`src/eagen_pkg.sv`:
```
// Purpose: Constants and types for the effective address generator
// Assumes: 16-bit data space, byte addresses, 16 working registers
// Notes: Register offsets are APB byte addresses
package eagen_pkg;
  localparam logic [7:0] OFF_X_START = 8'h00;
  localparam logic [7:0] OFF_X_END = 8'h04;
  localparam logic [7:0] OFF_Y_START = 8'h08;
  localparam logic [7:0] OFF_Y_END = 8'h0c;
  localparam logic [7:0] OFF_CONTROL = 8'h10;
  localparam logic [7:0] OFF_STATUS = 8'h14;
  localparam logic [15:0] RST_REG = 16'h0000;
  localparam logic [15:0] RST_CONTROL = 16'h00ff;
  localparam int XSEL_LSB = 0;
  localparam int YSEL_LSB = 4;
  localparam int YEN_BIT = 14;
  localparam int XEN_BIT = 15;
  localparam logic [3:0] SEL_NONE = 4'hf;
  localparam logic [3:0] REG_W0 = 4'h0;
  localparam logic [3:0] REG_W8 = 4'h8;
  localparam logic [3:0] REG_W9 = 4'h9;
  localparam logic [3:0] REG_W10 = 4'ha;
  localparam logic [3:0] REG_W11 = 4'hb;
  localparam logic [15:0] NEAR_MASK = 16'h1fff;
  localparam logic [15:0] MAX_RING_BYTES = 16'hfffe;
  localparam logic [15:0] WORD_MASK = 16'hfffe;

  // Addressing modes from the decoder
  typedef enum logic [2:0] {
    MODE_FILE, MODE_DIRECT, MODE_INDIRECT, MODE_POST,
    MODE_PRE, MODE_INDEXED, MODE_LITOFS, MODE_PREFETCH
  } addr_mode_t;

  // Decoder request
  typedef struct packed {
    logic valid;
    addr_mode_t mode;
    logic [3:0] pointer_reg;
    logic [3:0] base_offset_reg;
    logic [12:0] file_addr;
    logic [15:0] literal;
    logic signed [15:0] step;
    logic dest_is_implied_working_reg;
    logic is_write;
  } ea_req_t;

  // Answer toward data memory and register file
  typedef struct packed {
    logic valid;
    logic [15:0] addr;
    logic space_y;
    logic wb_en;
    logic [3:0] wb_reg;
    logic [15:0] wb_data;
    logic [3:0] dest_reg;
    logic illegal;
  } ea_rsp_t;
endpackage : eagen_pkg

```
`src/effective_address_generator.sv`:
```
// Purpose: Effective address generation with X/Y circular buffers
// Assumes: Working register file read combinationally outside
// Notes: One request per cycle, answer registered one cycle later
`timescale 1ns/1ps
`default_nettype none
module effective_address_generator
  import eagen_pkg::*;
(
  // Clock and reset
  input wire logic clk_in,
  input wire logic resetn_in,
  // APB slave
  input wire logic psel_in,
  input wire logic penable_in,
  input wire logic pwrite_in,
  input wire logic [7:0] paddr_in,
  input wire logic [31:0] pwdata_in,
  output logic [31:0] prdata_out,
  output logic pready_out,
  output logic pslverr_out,
  // Decoder request and register values
  input wire ea_req_t req_in,
  input wire logic [15:0] pointer_val_in,
  input wire logic [15:0] offset_val_in,
  // Literal decode helpers
  input wire logic [15:0] branch_lit_in,
  input wire logic [13:0] disable_lit_in,
  output logic signed [16:0] branch_disp_out,
  output logic [15:0] disable_count_out,
  // Address answer
  output ea_rsp_t rsp_out
);

  // ----------------------------------------
  // Register file
  // ----------------------------------------
  logic [15:0] x_ring_start_addr_q;
  logic [15:0] x_ring_end_addr_q;
  logic [15:0] y_ring_start_addr_q;
  logic [15:0] y_ring_end_addr_q;
  logic [15:0] circular_addressing_control_q;
  logic [1:0] wrap_seen_q;
  logic [1:0] wrap_seen_d;

  // Address decode
  wire logic acc_w = psel_in & penable_in & pwrite_in;
  wire logic hit_xs = paddr_in == OFF_X_START;
  wire logic hit_xe = paddr_in == OFF_X_END;
  wire logic hit_ys = paddr_in == OFF_Y_START;
  wire logic hit_ye = paddr_in == OFF_Y_END;
  wire logic hit_ct = paddr_in == OFF_CONTROL;
  wire logic hit_st = paddr_in == OFF_STATUS;
  wire logic hit_any = hit_xs | hit_xe | hit_ys | hit_ye | hit_ct | hit_st;

  // Zero-wait answer; unmapped addresses flag an error
  assign pready_out = 1'b1;
  assign pslverr_out = psel_in & penable_in & ~hit_any;
  assign prdata_out = hit_xs ? {16'h0000, x_ring_start_addr_q} :
                      hit_xe ? {16'h0000, x_ring_end_addr_q} :
                      hit_ys ? {16'h0000, y_ring_start_addr_q} :
                      hit_ye ? {16'h0000, y_ring_end_addr_q} :
                      hit_ct ? {16'h0000, circular_addressing_control_q} :
                      hit_st ? {30'h00000000, wrap_seen_q} : 32'h00000000;

  // Register writes
  always_ff @(posedge clk_in or negedge resetn_in) begin
    if (!resetn_in) begin
      x_ring_start_addr_q <= RST_REG;
      x_ring_end_addr_q <= RST_REG;
      y_ring_start_addr_q <= RST_REG;
      y_ring_end_addr_q <= RST_REG;
      circular_addressing_control_q <= RST_CONTROL;
    end else if (acc_w) begin
      if (hit_xs) x_ring_start_addr_q <= pwdata_in[15:0];
      if (hit_xe) x_ring_end_addr_q <= pwdata_in[15:0];
      if (hit_ys) y_ring_start_addr_q <= pwdata_in[15:0];
      if (hit_ye) y_ring_end_addr_q <= pwdata_in[15:0];
      if (hit_ct) circular_addressing_control_q <= pwdata_in[15:0];
    end
  end

  // ----------------------------------------
  // Ring selection
  // ----------------------------------------
  wire logic [3:0] x_pointer_select = circular_addressing_control_q[XSEL_LSB +: 4];
  wire logic [3:0] y_pointer_select = circular_addressing_control_q[YSEL_LSB +: 4];
  wire logic x_circular_enable = circular_addressing_control_q[XEN_BIT];
  wire logic y_circular_enable = circular_addressing_control_q[YEN_BIT];
  wire logic x_ring_on = x_circular_enable & (x_pointer_select != SEL_NONE);
  wire logic y_ring_on = y_circular_enable & (y_pointer_select != SEL_NONE);

  // ----------------------------------------
  // Prefetch routing and legality
  // ----------------------------------------
  wire logic is_pf = req_in.mode == MODE_PREFETCH;
  wire logic pf_x = (req_in.pointer_reg == REG_W8) | (req_in.pointer_reg == REG_W9);
  wire logic pf_y = (req_in.pointer_reg == REG_W10) | (req_in.pointer_reg == REG_W11);
  wire logic space_y = is_pf & pf_y;
  wire logic pf_idx_ok = (req_in.pointer_reg == REG_W9) | (req_in.pointer_reg == REG_W11);
  wire logic pf_indexed = is_pf & (req_in.step == 16'sd0) & (req_in.literal[0]);
  wire logic [15:0] step_mag = req_in.step[15] ? 16'(-req_in.step) : 16'(req_in.step);
  wire logic pf_step_ok = (req_in.step == 16'sd0) | (step_mag == 16'd2) |
                          (step_mag == 16'd4) | (step_mag == 16'd6);
  wire logic pf_illegal = is_pf & (~(pf_x | pf_y) | ~pf_step_ok |
                          (pf_indexed & ~pf_idx_ok));

  // ----------------------------------------
  // Raw address formation
  // ----------------------------------------
  wire logic [15:0] step_u = 16'(req_in.step);
  wire logic [15:0] sum_step = pointer_val_in + step_u;
  wire logic [15:0] sum_idx = pointer_val_in + offset_val_in;
  wire logic [15:0] sum_lit = pointer_val_in + req_in.literal;
  logic [15:0] raw_addr;
  logic modifies;
  logic checks;

  // Mode selection of the raw effective address
  always_comb begin
    raw_addr = pointer_val_in;
    modifies = 1'b0;
    checks = 1'b1;
    unique case (req_in.mode)
      MODE_FILE: begin
        raw_addr = {3'b000, req_in.file_addr} & NEAR_MASK;
        checks = 1'b0;
      end
      MODE_DIRECT: begin
        raw_addr = pointer_val_in;
        checks = 1'b0;
      end
      MODE_INDIRECT: raw_addr = pointer_val_in;
      MODE_POST: begin
        raw_addr = pointer_val_in;
        modifies = 1'b1;
      end
      MODE_PRE: begin
        raw_addr = sum_step;
        modifies = 1'b1;
      end
      MODE_INDEXED: raw_addr = sum_idx;
      MODE_LITOFS: raw_addr = sum_lit;
      MODE_PREFETCH: begin
        raw_addr = pf_indexed ? sum_idx : pointer_val_in;
        modifies = ~pf_indexed & (req_in.step != 16'sd0);
      end
    endcase
  end

  // ----------------------------------------
  // Circular correction
  // ----------------------------------------
  // X ring outside Y space, Y ring in Y space and in non-prefetch modes; X wins when both match
  wire logic ring_x_hit = x_ring_on & ~space_y & (req_in.pointer_reg == x_pointer_select);
  wire logic ring_y_hit = y_ring_on & (space_y | ~is_pf) & (req_in.pointer_reg == y_pointer_select);
  wire logic use_y = ring_y_hit & ~ring_x_hit;
  wire logic ring_hit = (ring_x_hit | ring_y_hit) & checks;
  wire logic [15:0] r_start = use_y ? y_ring_start_addr_q : x_ring_start_addr_q;
  wire logic [15:0] r_end = use_y ? y_ring_end_addr_q : x_ring_end_addr_q;
  wire logic [15:0] r_span = r_end - r_start;
  wire logic [15:0] r_len_raw = r_span + 16'h0002;
  wire logic [15:0] r_len = (r_span > MAX_RING_BYTES) ? MAX_RING_BYTES : r_len_raw;
  wire logic pow2 = (r_len & (r_len - 16'h0001)) == 16'h0000;
  wire logic going_down = req_in.step[15];
  wire logic chk_up = pow2 | ~going_down;
  wire logic chk_dn = pow2 | going_down;
  // Post-modify and prefetch check the updated pointer, others the address itself
  wire logic [15:0] probe = (req_in.mode == MODE_POST || is_pf) ? sum_step : raw_addr;
  wire logic over_up = chk_up & (probe > r_end);
  wire logic over_dn = chk_dn & (probe < r_start);
  wire logic [15:0] fix_up = probe - r_len;
  wire logic [15:0] fix_dn = probe + r_len;
  wire logic [15:0] fixed_probe = ~ring_hit ? probe : over_up ? fix_up : over_dn ? fix_dn : probe;
  wire logic probe_is_ea = ~((req_in.mode == MODE_POST) | is_pf);
  wire logic [15:0] ea_pre = probe_is_ea ? fixed_probe : raw_addr;
  wire logic [15:0] ea_final = (use_y & ring_hit) ? (ea_pre & WORD_MASK) : ea_pre;
  wire logic [15:0] wb_val = (use_y & ring_hit) ? (fixed_probe & WORD_MASK) : fixed_probe;
  wire logic wrapped = ring_hit & (over_up | over_dn);

  // ----------------------------------------
  // Answer register
  // ----------------------------------------
  ea_rsp_t rsp_d;
  ea_rsp_t rsp_q;

  // Next answer
  always_comb begin
    rsp_d = '0;
    rsp_d.valid = req_in.valid;
    rsp_d.addr = ea_final;
    rsp_d.space_y = space_y;
    rsp_d.wb_en = req_in.valid & modifies & ~pf_illegal;
    rsp_d.wb_reg = req_in.pointer_reg;
    rsp_d.wb_data = wb_val;
    // Result to W0 for an implied file-mode destination, else to the pointer register
    rsp_d.dest_reg = (req_in.mode == MODE_FILE && req_in.dest_is_implied_working_reg) ? REG_W0 : req_in.pointer_reg;
    rsp_d.illegal = req_in.valid & pf_illegal;
  end

  // Sticky wrap flags, set wins over clear
  always_comb begin
    wrap_seen_d = wrap_seen_q;
    if (acc_w && hit_st) wrap_seen_d = wrap_seen_q & ~pwdata_in[1:0];
    if (req_in.valid && wrapped) wrap_seen_d[use_y] = 1'b1;
  end

  // Answer and status flops
  always_ff @(posedge clk_in or negedge resetn_in) begin
    if (!resetn_in) begin
      rsp_q <= '0;
      wrap_seen_q <= 2'b00;
      branch_disp_out <= '0;
      disable_count_out <= 16'h0000;
    end else begin
      rsp_q <= rsp_d;
      wrap_seen_q <= wrap_seen_d;
      branch_disp_out <= 17'(signed'(branch_lit_in));
      disable_count_out <= {2'b00, disable_lit_in};
    end
  end

  assign rsp_out = rsp_q;

endmodule : effective_address_generator
`default_nettype wire

```
`config.mk`:
```
export PLATFORM = sky130hd
export DESIGN_NAME = effective_address_generator
export DESIGN_NICKNAME = d
export VERILOG_FILES = /design/src/eagen_pkg.sv /design/src/effective_address_generator.sv
export SDC_FILE = /design/constraint.sdc
export NUM_CORES = 1
export LEC_CHECK = 0
export ABC_AREA = 1
export BUFFER_PORTS_ARGS = -buffer_cell sky130_fd_sc_hd__buf_2
export CORE_ASPECT_RATIO = 1.5
export CORE_UTILIZATION = 40
export CTS_CLUSTER_SIZE = 12
export DETAILED_ROUTE_END_ITERATION = 7
export PLACE_DENSITY_LB_ADDON = 0.2
export SETUP_SLACK_MARGIN = 0.15
export SLEW_MARGIN = 0
export SYNTH_ARGS = -nofsm -noshare
export SYNTH_HDL_FRONTEND = slang
export SYNTH_SLANG_ARGS = --single-unit
```
`constraint.sdc`:
```
create_clock -name clk_in -period 8.18 [get_ports clk_in]
set_clock_uncertainty 0.05 [all_clocks]
set_input_delay 1.636 -clock clk_in [delete_from_list [all_inputs] [get_ports clk_in]]
set_output_delay 1.636 -clock clk_in [all_outputs]
set_load 0.02 [all_outputs]
```
After elaboration in Yosys (flattened, before gate mapping)
Index checks and enable logic that the tools add are counted.
Widths: inputs -> output; s select.

word-level totals
  input bits = 166
  bits in read-only memories = 0
  bits in latches = 0
  output and inout port bits = 111
  logic and storage cells = 155
  register bits = 156
  memory bits (writable) = 0
  memories kept = 0

operators by class
  divide/modulo/power cells = 0
  reductions and logical operators = 18
  multipliers = 0
  multiplexer cells = 26
  bitwise logic cells = 58
  $lt $le $gt $ge = 5
  shifts and indexed selects = 0
  equal/unequal tests = 23
  add/subtract/negate cells = 9

operators by type and width
  operator               count
  $mux 16                15
  $pmux 16 s6            1
  $add 16x16->16         4
  $eq 16x3->1 const B    2
  $logic_not 16->1       2
  $sub 16x16->16         2
  $and 1x1->1            24
  $or 1x1->1             20
  $add 16x2->16 const B  1
  $and 16x16->16         1
  $eq 16x2->1 const B    1
  $eq 4x4->1 const B     4
  $eq 8x4->1 const B     2
  $eq 8x5->1 const B     2
  $gt 16x16->1           1
  $gt 16x16->1 const B   1
  $lt 16x16->1           1
  $neg 16->16            1
  $reduce_bool 16->1     1
  $sub 16x1->16 const B  1
  $eq 3x3->1 const B     4
  $not 1->1              10
  $reduce_and 2->1       5
  $eq 4x4->1             2
  20 further kinds       31

Logic depth before layout (Yosys ltp)
  word-level depth = 22
  depth in mapped cells = 56
  mapped depth without buffers = 53

Worst setup path before layout
Ideal clock, no wire load.

  path kind = input -> register
  from = input req_in[53] (netlist name)
  to = register rsp_q, in the netlist rsp_out[42]
  library setup time = 0.118 ns
  data required time = 8.012 ns
  arrival time = 7.410 ns
  buffers on the path = 4
  stages = 49
  setup slack = 0.602 ns
  cell sequence = inv_2 nand3_1 nor2_2 nor2_1 nand2_4 nand2_4 buf_2 clkbuf_1 clkbuf_1 nand2_1 o21ai_0 ha_1 fa_1 inv_1 nand3_1 nor2_2 nand2_1 nor2_4 [... 13 more ...] nor2_1 o21bai_1 a21oi_1 nor2_1 nor2_1 o31ai_1 nand3_1 nand2_1 nand2_1 nand2_1 a21oi_1 xnor2_1 nand3_1 nand2_1 inv_1 nand2_1 nand3b_1 nand2_1

RTL lines
  what                    RTL line                            text
  start: declaration      effective_address_generator.sv:22   input wire ea_req_t req_in,
  end signal: assignment  effective_address_generator.sv:215  rsp_q <= rsp_d;
  end: declaration        effective_address_generator.sv:184  ea_rsp_t rsp_q;

Worst setup path in the final report
  from = input req_in[54] (netlist name)
  to = register rsp_q, in the netlist rsp_out[41]

between the ends
  cells in the longest elaborated chain, start to end = 21
  elaborated cells on any way between the ends = 37
  classes of those cells = add/sub (5); order compare (3); eq/ne (4); mux (7); bitwise (17); reduce/logical (1)

RTL lines
  what                               RTL line                                                                text
  $eq 4x4->1                         effective_address_generator.sv:97                                       wire logic pf_y = (req_in.pointer_reg == REG_W10) | (req_in.pointer_reg == REG_W11);
  $or 1x1->1                         effective_address_generator.sv:97
  $and 1x1->1                        effective_address_generator.sv:98                                       wire logic space_y = is_pf & pf_y;
  $not 1->1                          effective_address_generator.sv:154                                      wire logic ring_x_hit = x_ring_on & ~space_y & (req_in.pointer_reg == x_pointer_select);
  $and 1x1->1 (2 in a row)           effective_address_generator.sv:154
  $not 1->1                          effective_address_generator.sv:156                                      wire logic use_y = ring_y_hit & ~ring_x_hit;
  $and 1x1->1                        effective_address_generator.sv:156
  $mux 16, on equally long branches  effective_address_generator.sv:159, effective_address_generator.sv:158
  [... 4 more ...]                   --
  $and 16x16->16                     effective_address_generator.sv:163                                      wire logic pow2 = (r_len & (r_len - 16'h0001)) == 16'h0000;
  $logic_not 16->1                   effective_address_generator.sv:163
  $or 1x1->1                         effective_address_generator.sv:166                                      wire logic chk_dn = pow2 | going_down;
  $and 1x1->1                        effective_address_generator.sv:170                                      wire logic over_dn = chk_dn & (probe < r_start);
  $mux 16 (2 in a row)               effective_address_generator.sv:173                                      wire logic [15:0] fixed_probe = ~ring_hit ? probe : over_up ? fix_up : over_dn ? fix_dn : probe;
  $mux 16 (*)                        effective_address_generator.sv:173
  $mux 16 (*)                        effective_address_generator.sv:175                                      wire logic [15:0] ea_pre = probe_is_ea ? fixed_probe : raw_addr;
  named net ea_final[14]             effective_address_generator.sv:176                                      wire logic [15:0] ea_final = (use_y & ring_hit) ? (ea_pre & WORD_MASK) : ea_pre;

The timed path passes the listed nets; every way through them passes the cells marked *.
A chain may end at the register's enable or synchronous reset.

==> results_dict.tcl <==
set metrics [dict create \
    root_buffer "clkbuf_16" \
    initial_core_util_pct 40.9 \
    grt_pass1_vias 13900 \
    cp.arrival_ps 7700 \
    hp-class "reg2reg" \
    final_cell_count_no_fill 2803 \
    power.internal_mw 1.64 \
    grt_pass1_wl_microns 70100 \
    crit_family "simple AND/OR/NAND/NOR gates" \
    async_flop_share_pct 100 \
    clk_path_buf_depth 2 \
    drc_errors 0 \
    synth.top_cell.area_share_pct 26.4 \
    cts_tree "built" \
    maxSlewViolCount 0 \
    synth_commonest_cells "nand2_1, inv_1, o21ai_0, dfrtp_1, nor2_1" \
    finalSetupTns_ps 0 \
    ios 277 \
    synthFlopType "dfrtp_1" \
    finalCritPeriodShare_pct 90.8 \
    antenna_found_initial 0 \
    seqPwrFrac_pct 30.6 \
    ir_worst_vdd_mv 0.162 \
    clk_pin_slew_worst_paths_ps 60 \
    antenna_cells 0 \
    netlist_instances 2090 \
    drt_pass1_iterations 5 \
    critPathKind "in2reg" \
    clock_latency_ps 450 \
    routed_wl_microns 43800 \
    grt_util_all_layers_pct 25.0 \
    switching_share_pct 39.7 \
    grt_start_max_net_pins 96 \
    power_frac_comb_pct 39.2 \
    max_stage_delay_ps 430 \
    grtUsageMet1_pct 26.9 \
    rows 83 \
    die_area_sq_um 35900 \
    rsz0062_at_grt "true" \
    worst_setup_path_start_kind "primary input" \
    status "finished clean" \
    dpl_cell_area_sq_um 15700 \
    yosys_warnings 0 \
    synth.cell_area_sq_um 14100 \
    drive_gt1_share_pct 17.9 \
    htree_levels 4 \
    hpwl_microns 35600 \
    clock_sinks 156 \
    cpMostUsedCell "nand2_1" \
    ant_nets 0 \
    grt_use_met3_pct 3.57 \
    ys_seq_area_share_pct 27.8 \
    worst_slack_ps 751 \
    fmax_mhz 135 \
    num_vias 14200 \
    placed_cells 2771 \
    ys_types 57 \
    cp-end-kind "register" \
    vias_per_cell 5.06 \
    setup-violations-final 0 \
    globalplace.congestion 0.947 \
    finalInstanceArea_sq_um 16400 \
    wl_per_cell_microns 15.6 \
    postSynthAreaPerCell_sq_um 6.72 \
    required_ps 8460 \
    relSlewSlack_pct 24.1 \
    clkPwrFrac_pct 30.3 \
    fill_cells 3592 \
    synth_top_area_cell "dfrtp_1" \
    p_per_area_nw_per_um2 166 \
    worst_slew_pin_slew_ps 1140 \
    post-place-ws_ps 197 \
    drt-initial-drc-count 828 \
    synth-seq-cells 156 \
    switchingPower_mw 1.08 \
    core_area_sq_um 34400 \
    yosys.cell_count.top_type "nand2_1" \
    gr-total-overflow 0 \
    leakage_nw 8.78 \
    grtUsageMet2_pct 47.3 \
    finalNetCount 2606 \
    fin_crit_ps 7430 \
    critPathMaxFanout 10 \
    crit_slowest_cell "fa_1" \
    areaGrowthSynthToFinish_pct 16.4 \
    holdPathStages 2 \
    port_buffers 236 \
    maxCapViolations 0 \
    top_usage_layer "met2" \
    synth.area.top_cells "dfrtp_1, nand2_1, ha_1" \
    rr_worst_depth 51 \
    cts_made_buffers 17 \
    r2r-start "circular_addressing_control_q[1]" \
    synth_edf_count 0 \
    fp.dieH_microns 232 \
    critPathBufInv 10 \
    cp_num_cells 50 \
    cp-startpoint "req_in[54]" \
    min_from "x_ring_start_addr_q[13]" \
    die_w_microns 155 \
    finalHoldViolations 0 \
]
[layout make-up]
cell class	instances	area [sq um]	share of cell area [%]
clock buffers	19	453	2.77
clock inverters	13	146	0.895
inverters	288	1080	6.61
multi-input cells	1591	8730	53.4
flip-flops and latches	156	3910	23.9
well taps	467	584	3.57
repair buffers	269	1450	8.85
[worst paths after layout]
path / slack (ps) / endpoint
max reg2reg: 1550 / rsp_out[41]
min in group asynchronous: 1200 / circular_addressing_control_q[11]
min: 440 / x_ring_start_addr_q[13]
max: 750 / rsp_out[41]
max in group asynchronous: 5460 / rsp_out[15]
min reg2reg: 440 / x_ring_start_addr_q[13]
[cells in the final DEF (no fill, tap or decap), types with 12 or more instances in the layout]
cell type,n
nand2_1,605
inv_1,278
buf_2,235
o21ai_0,171
dfrtp_1,148
nor2_1,146
nand3_1,140
ha_1,111
a21oi_1,98
xor2_1,39
nand2_2,32
buf_4,32
nand3b_1,19
conb_1,19
or2_2,17
clkbuf_16,17
nor3_1,16
nand3_2,15
nor2_2,14
xnor2_1,14
nand4_1,12
[sequential cells by signal, indices dropped and copies added (netlist names)]
register,cells
branch_disp_out,16
rsp_out,44
disable_count_out,14
y_ring_end_addr_q,16
x_ring_end_addr_q,16
x_ring_start_addr_q,16
y_ring_start_addr_q,16
circular_addressing_control_q,16
wrap_seen_q,2
[power by group through the flow]
stage	Clock (mW)	Combinational (mW)	Sequential, mW
2_1_floorplan	0	0.701	0.890
3_3_place_gp	0	1.03	0.843
3_5_place_dp	0	1.05	0.843
4_1_cts	0.837	1.05	0.829
5_1_grt	0.862	1.19	0.832
6_report	0.820	1.06	0.829
[metal layers]
layer | vias up | part of all wire [%] | wire, microns
met4 | 0 | 4.4 | 1910
met2 | 411 | 52 | 22800
met1 | 6484 | 39 | 17300
li1 | 7194 | - | -
met3 | 107 | 4.2 | 1840
met5 | - | 0 | 0
[logic make-up after synthesis]
kind of cell / Yosys count / synth area share, %
xor gates and xnor gates: 53 / 3.30
buffers and inverters: 360 / 10.8
DFF: 156 / 27.8
other: 2 / 0.0534
adders and majority gates: 117 / 10.7
AOI/OAI and AO/OA: 358 / 14.4
and+or+nand+nor: 1041 / 32.6
muxes: 3 / 0.214
[tightest hold or removal path, cell delays in order, from the launching register on]
cell and delay (ps):
dfrtp_1 340, nand2_1 50, o21ai_0 60
[through the flow]
stage	power (mW)	util (%)	hold WS [ps]
floorplan	1.59	-	403
CTS	2.72	47.5	441
finish	2.71	47.6	438
global route	2.89	47.6	476
detailed placement	1.89	45.8	425
global placement	1.88	45.8	418
[repair_timing]
| item | CTS | global route |
|---|---|---|
| resized for setup | 0 | 8 |
| endpoints found under the setup margin | 0 | 5 |
| buffers inserted | 0 | 0 |
| endpoints found under the hold margin | 0 | 0 |
| hold buffers | 0 | 0 |
No activity file was read; power rests on OpenSTA's default activity.
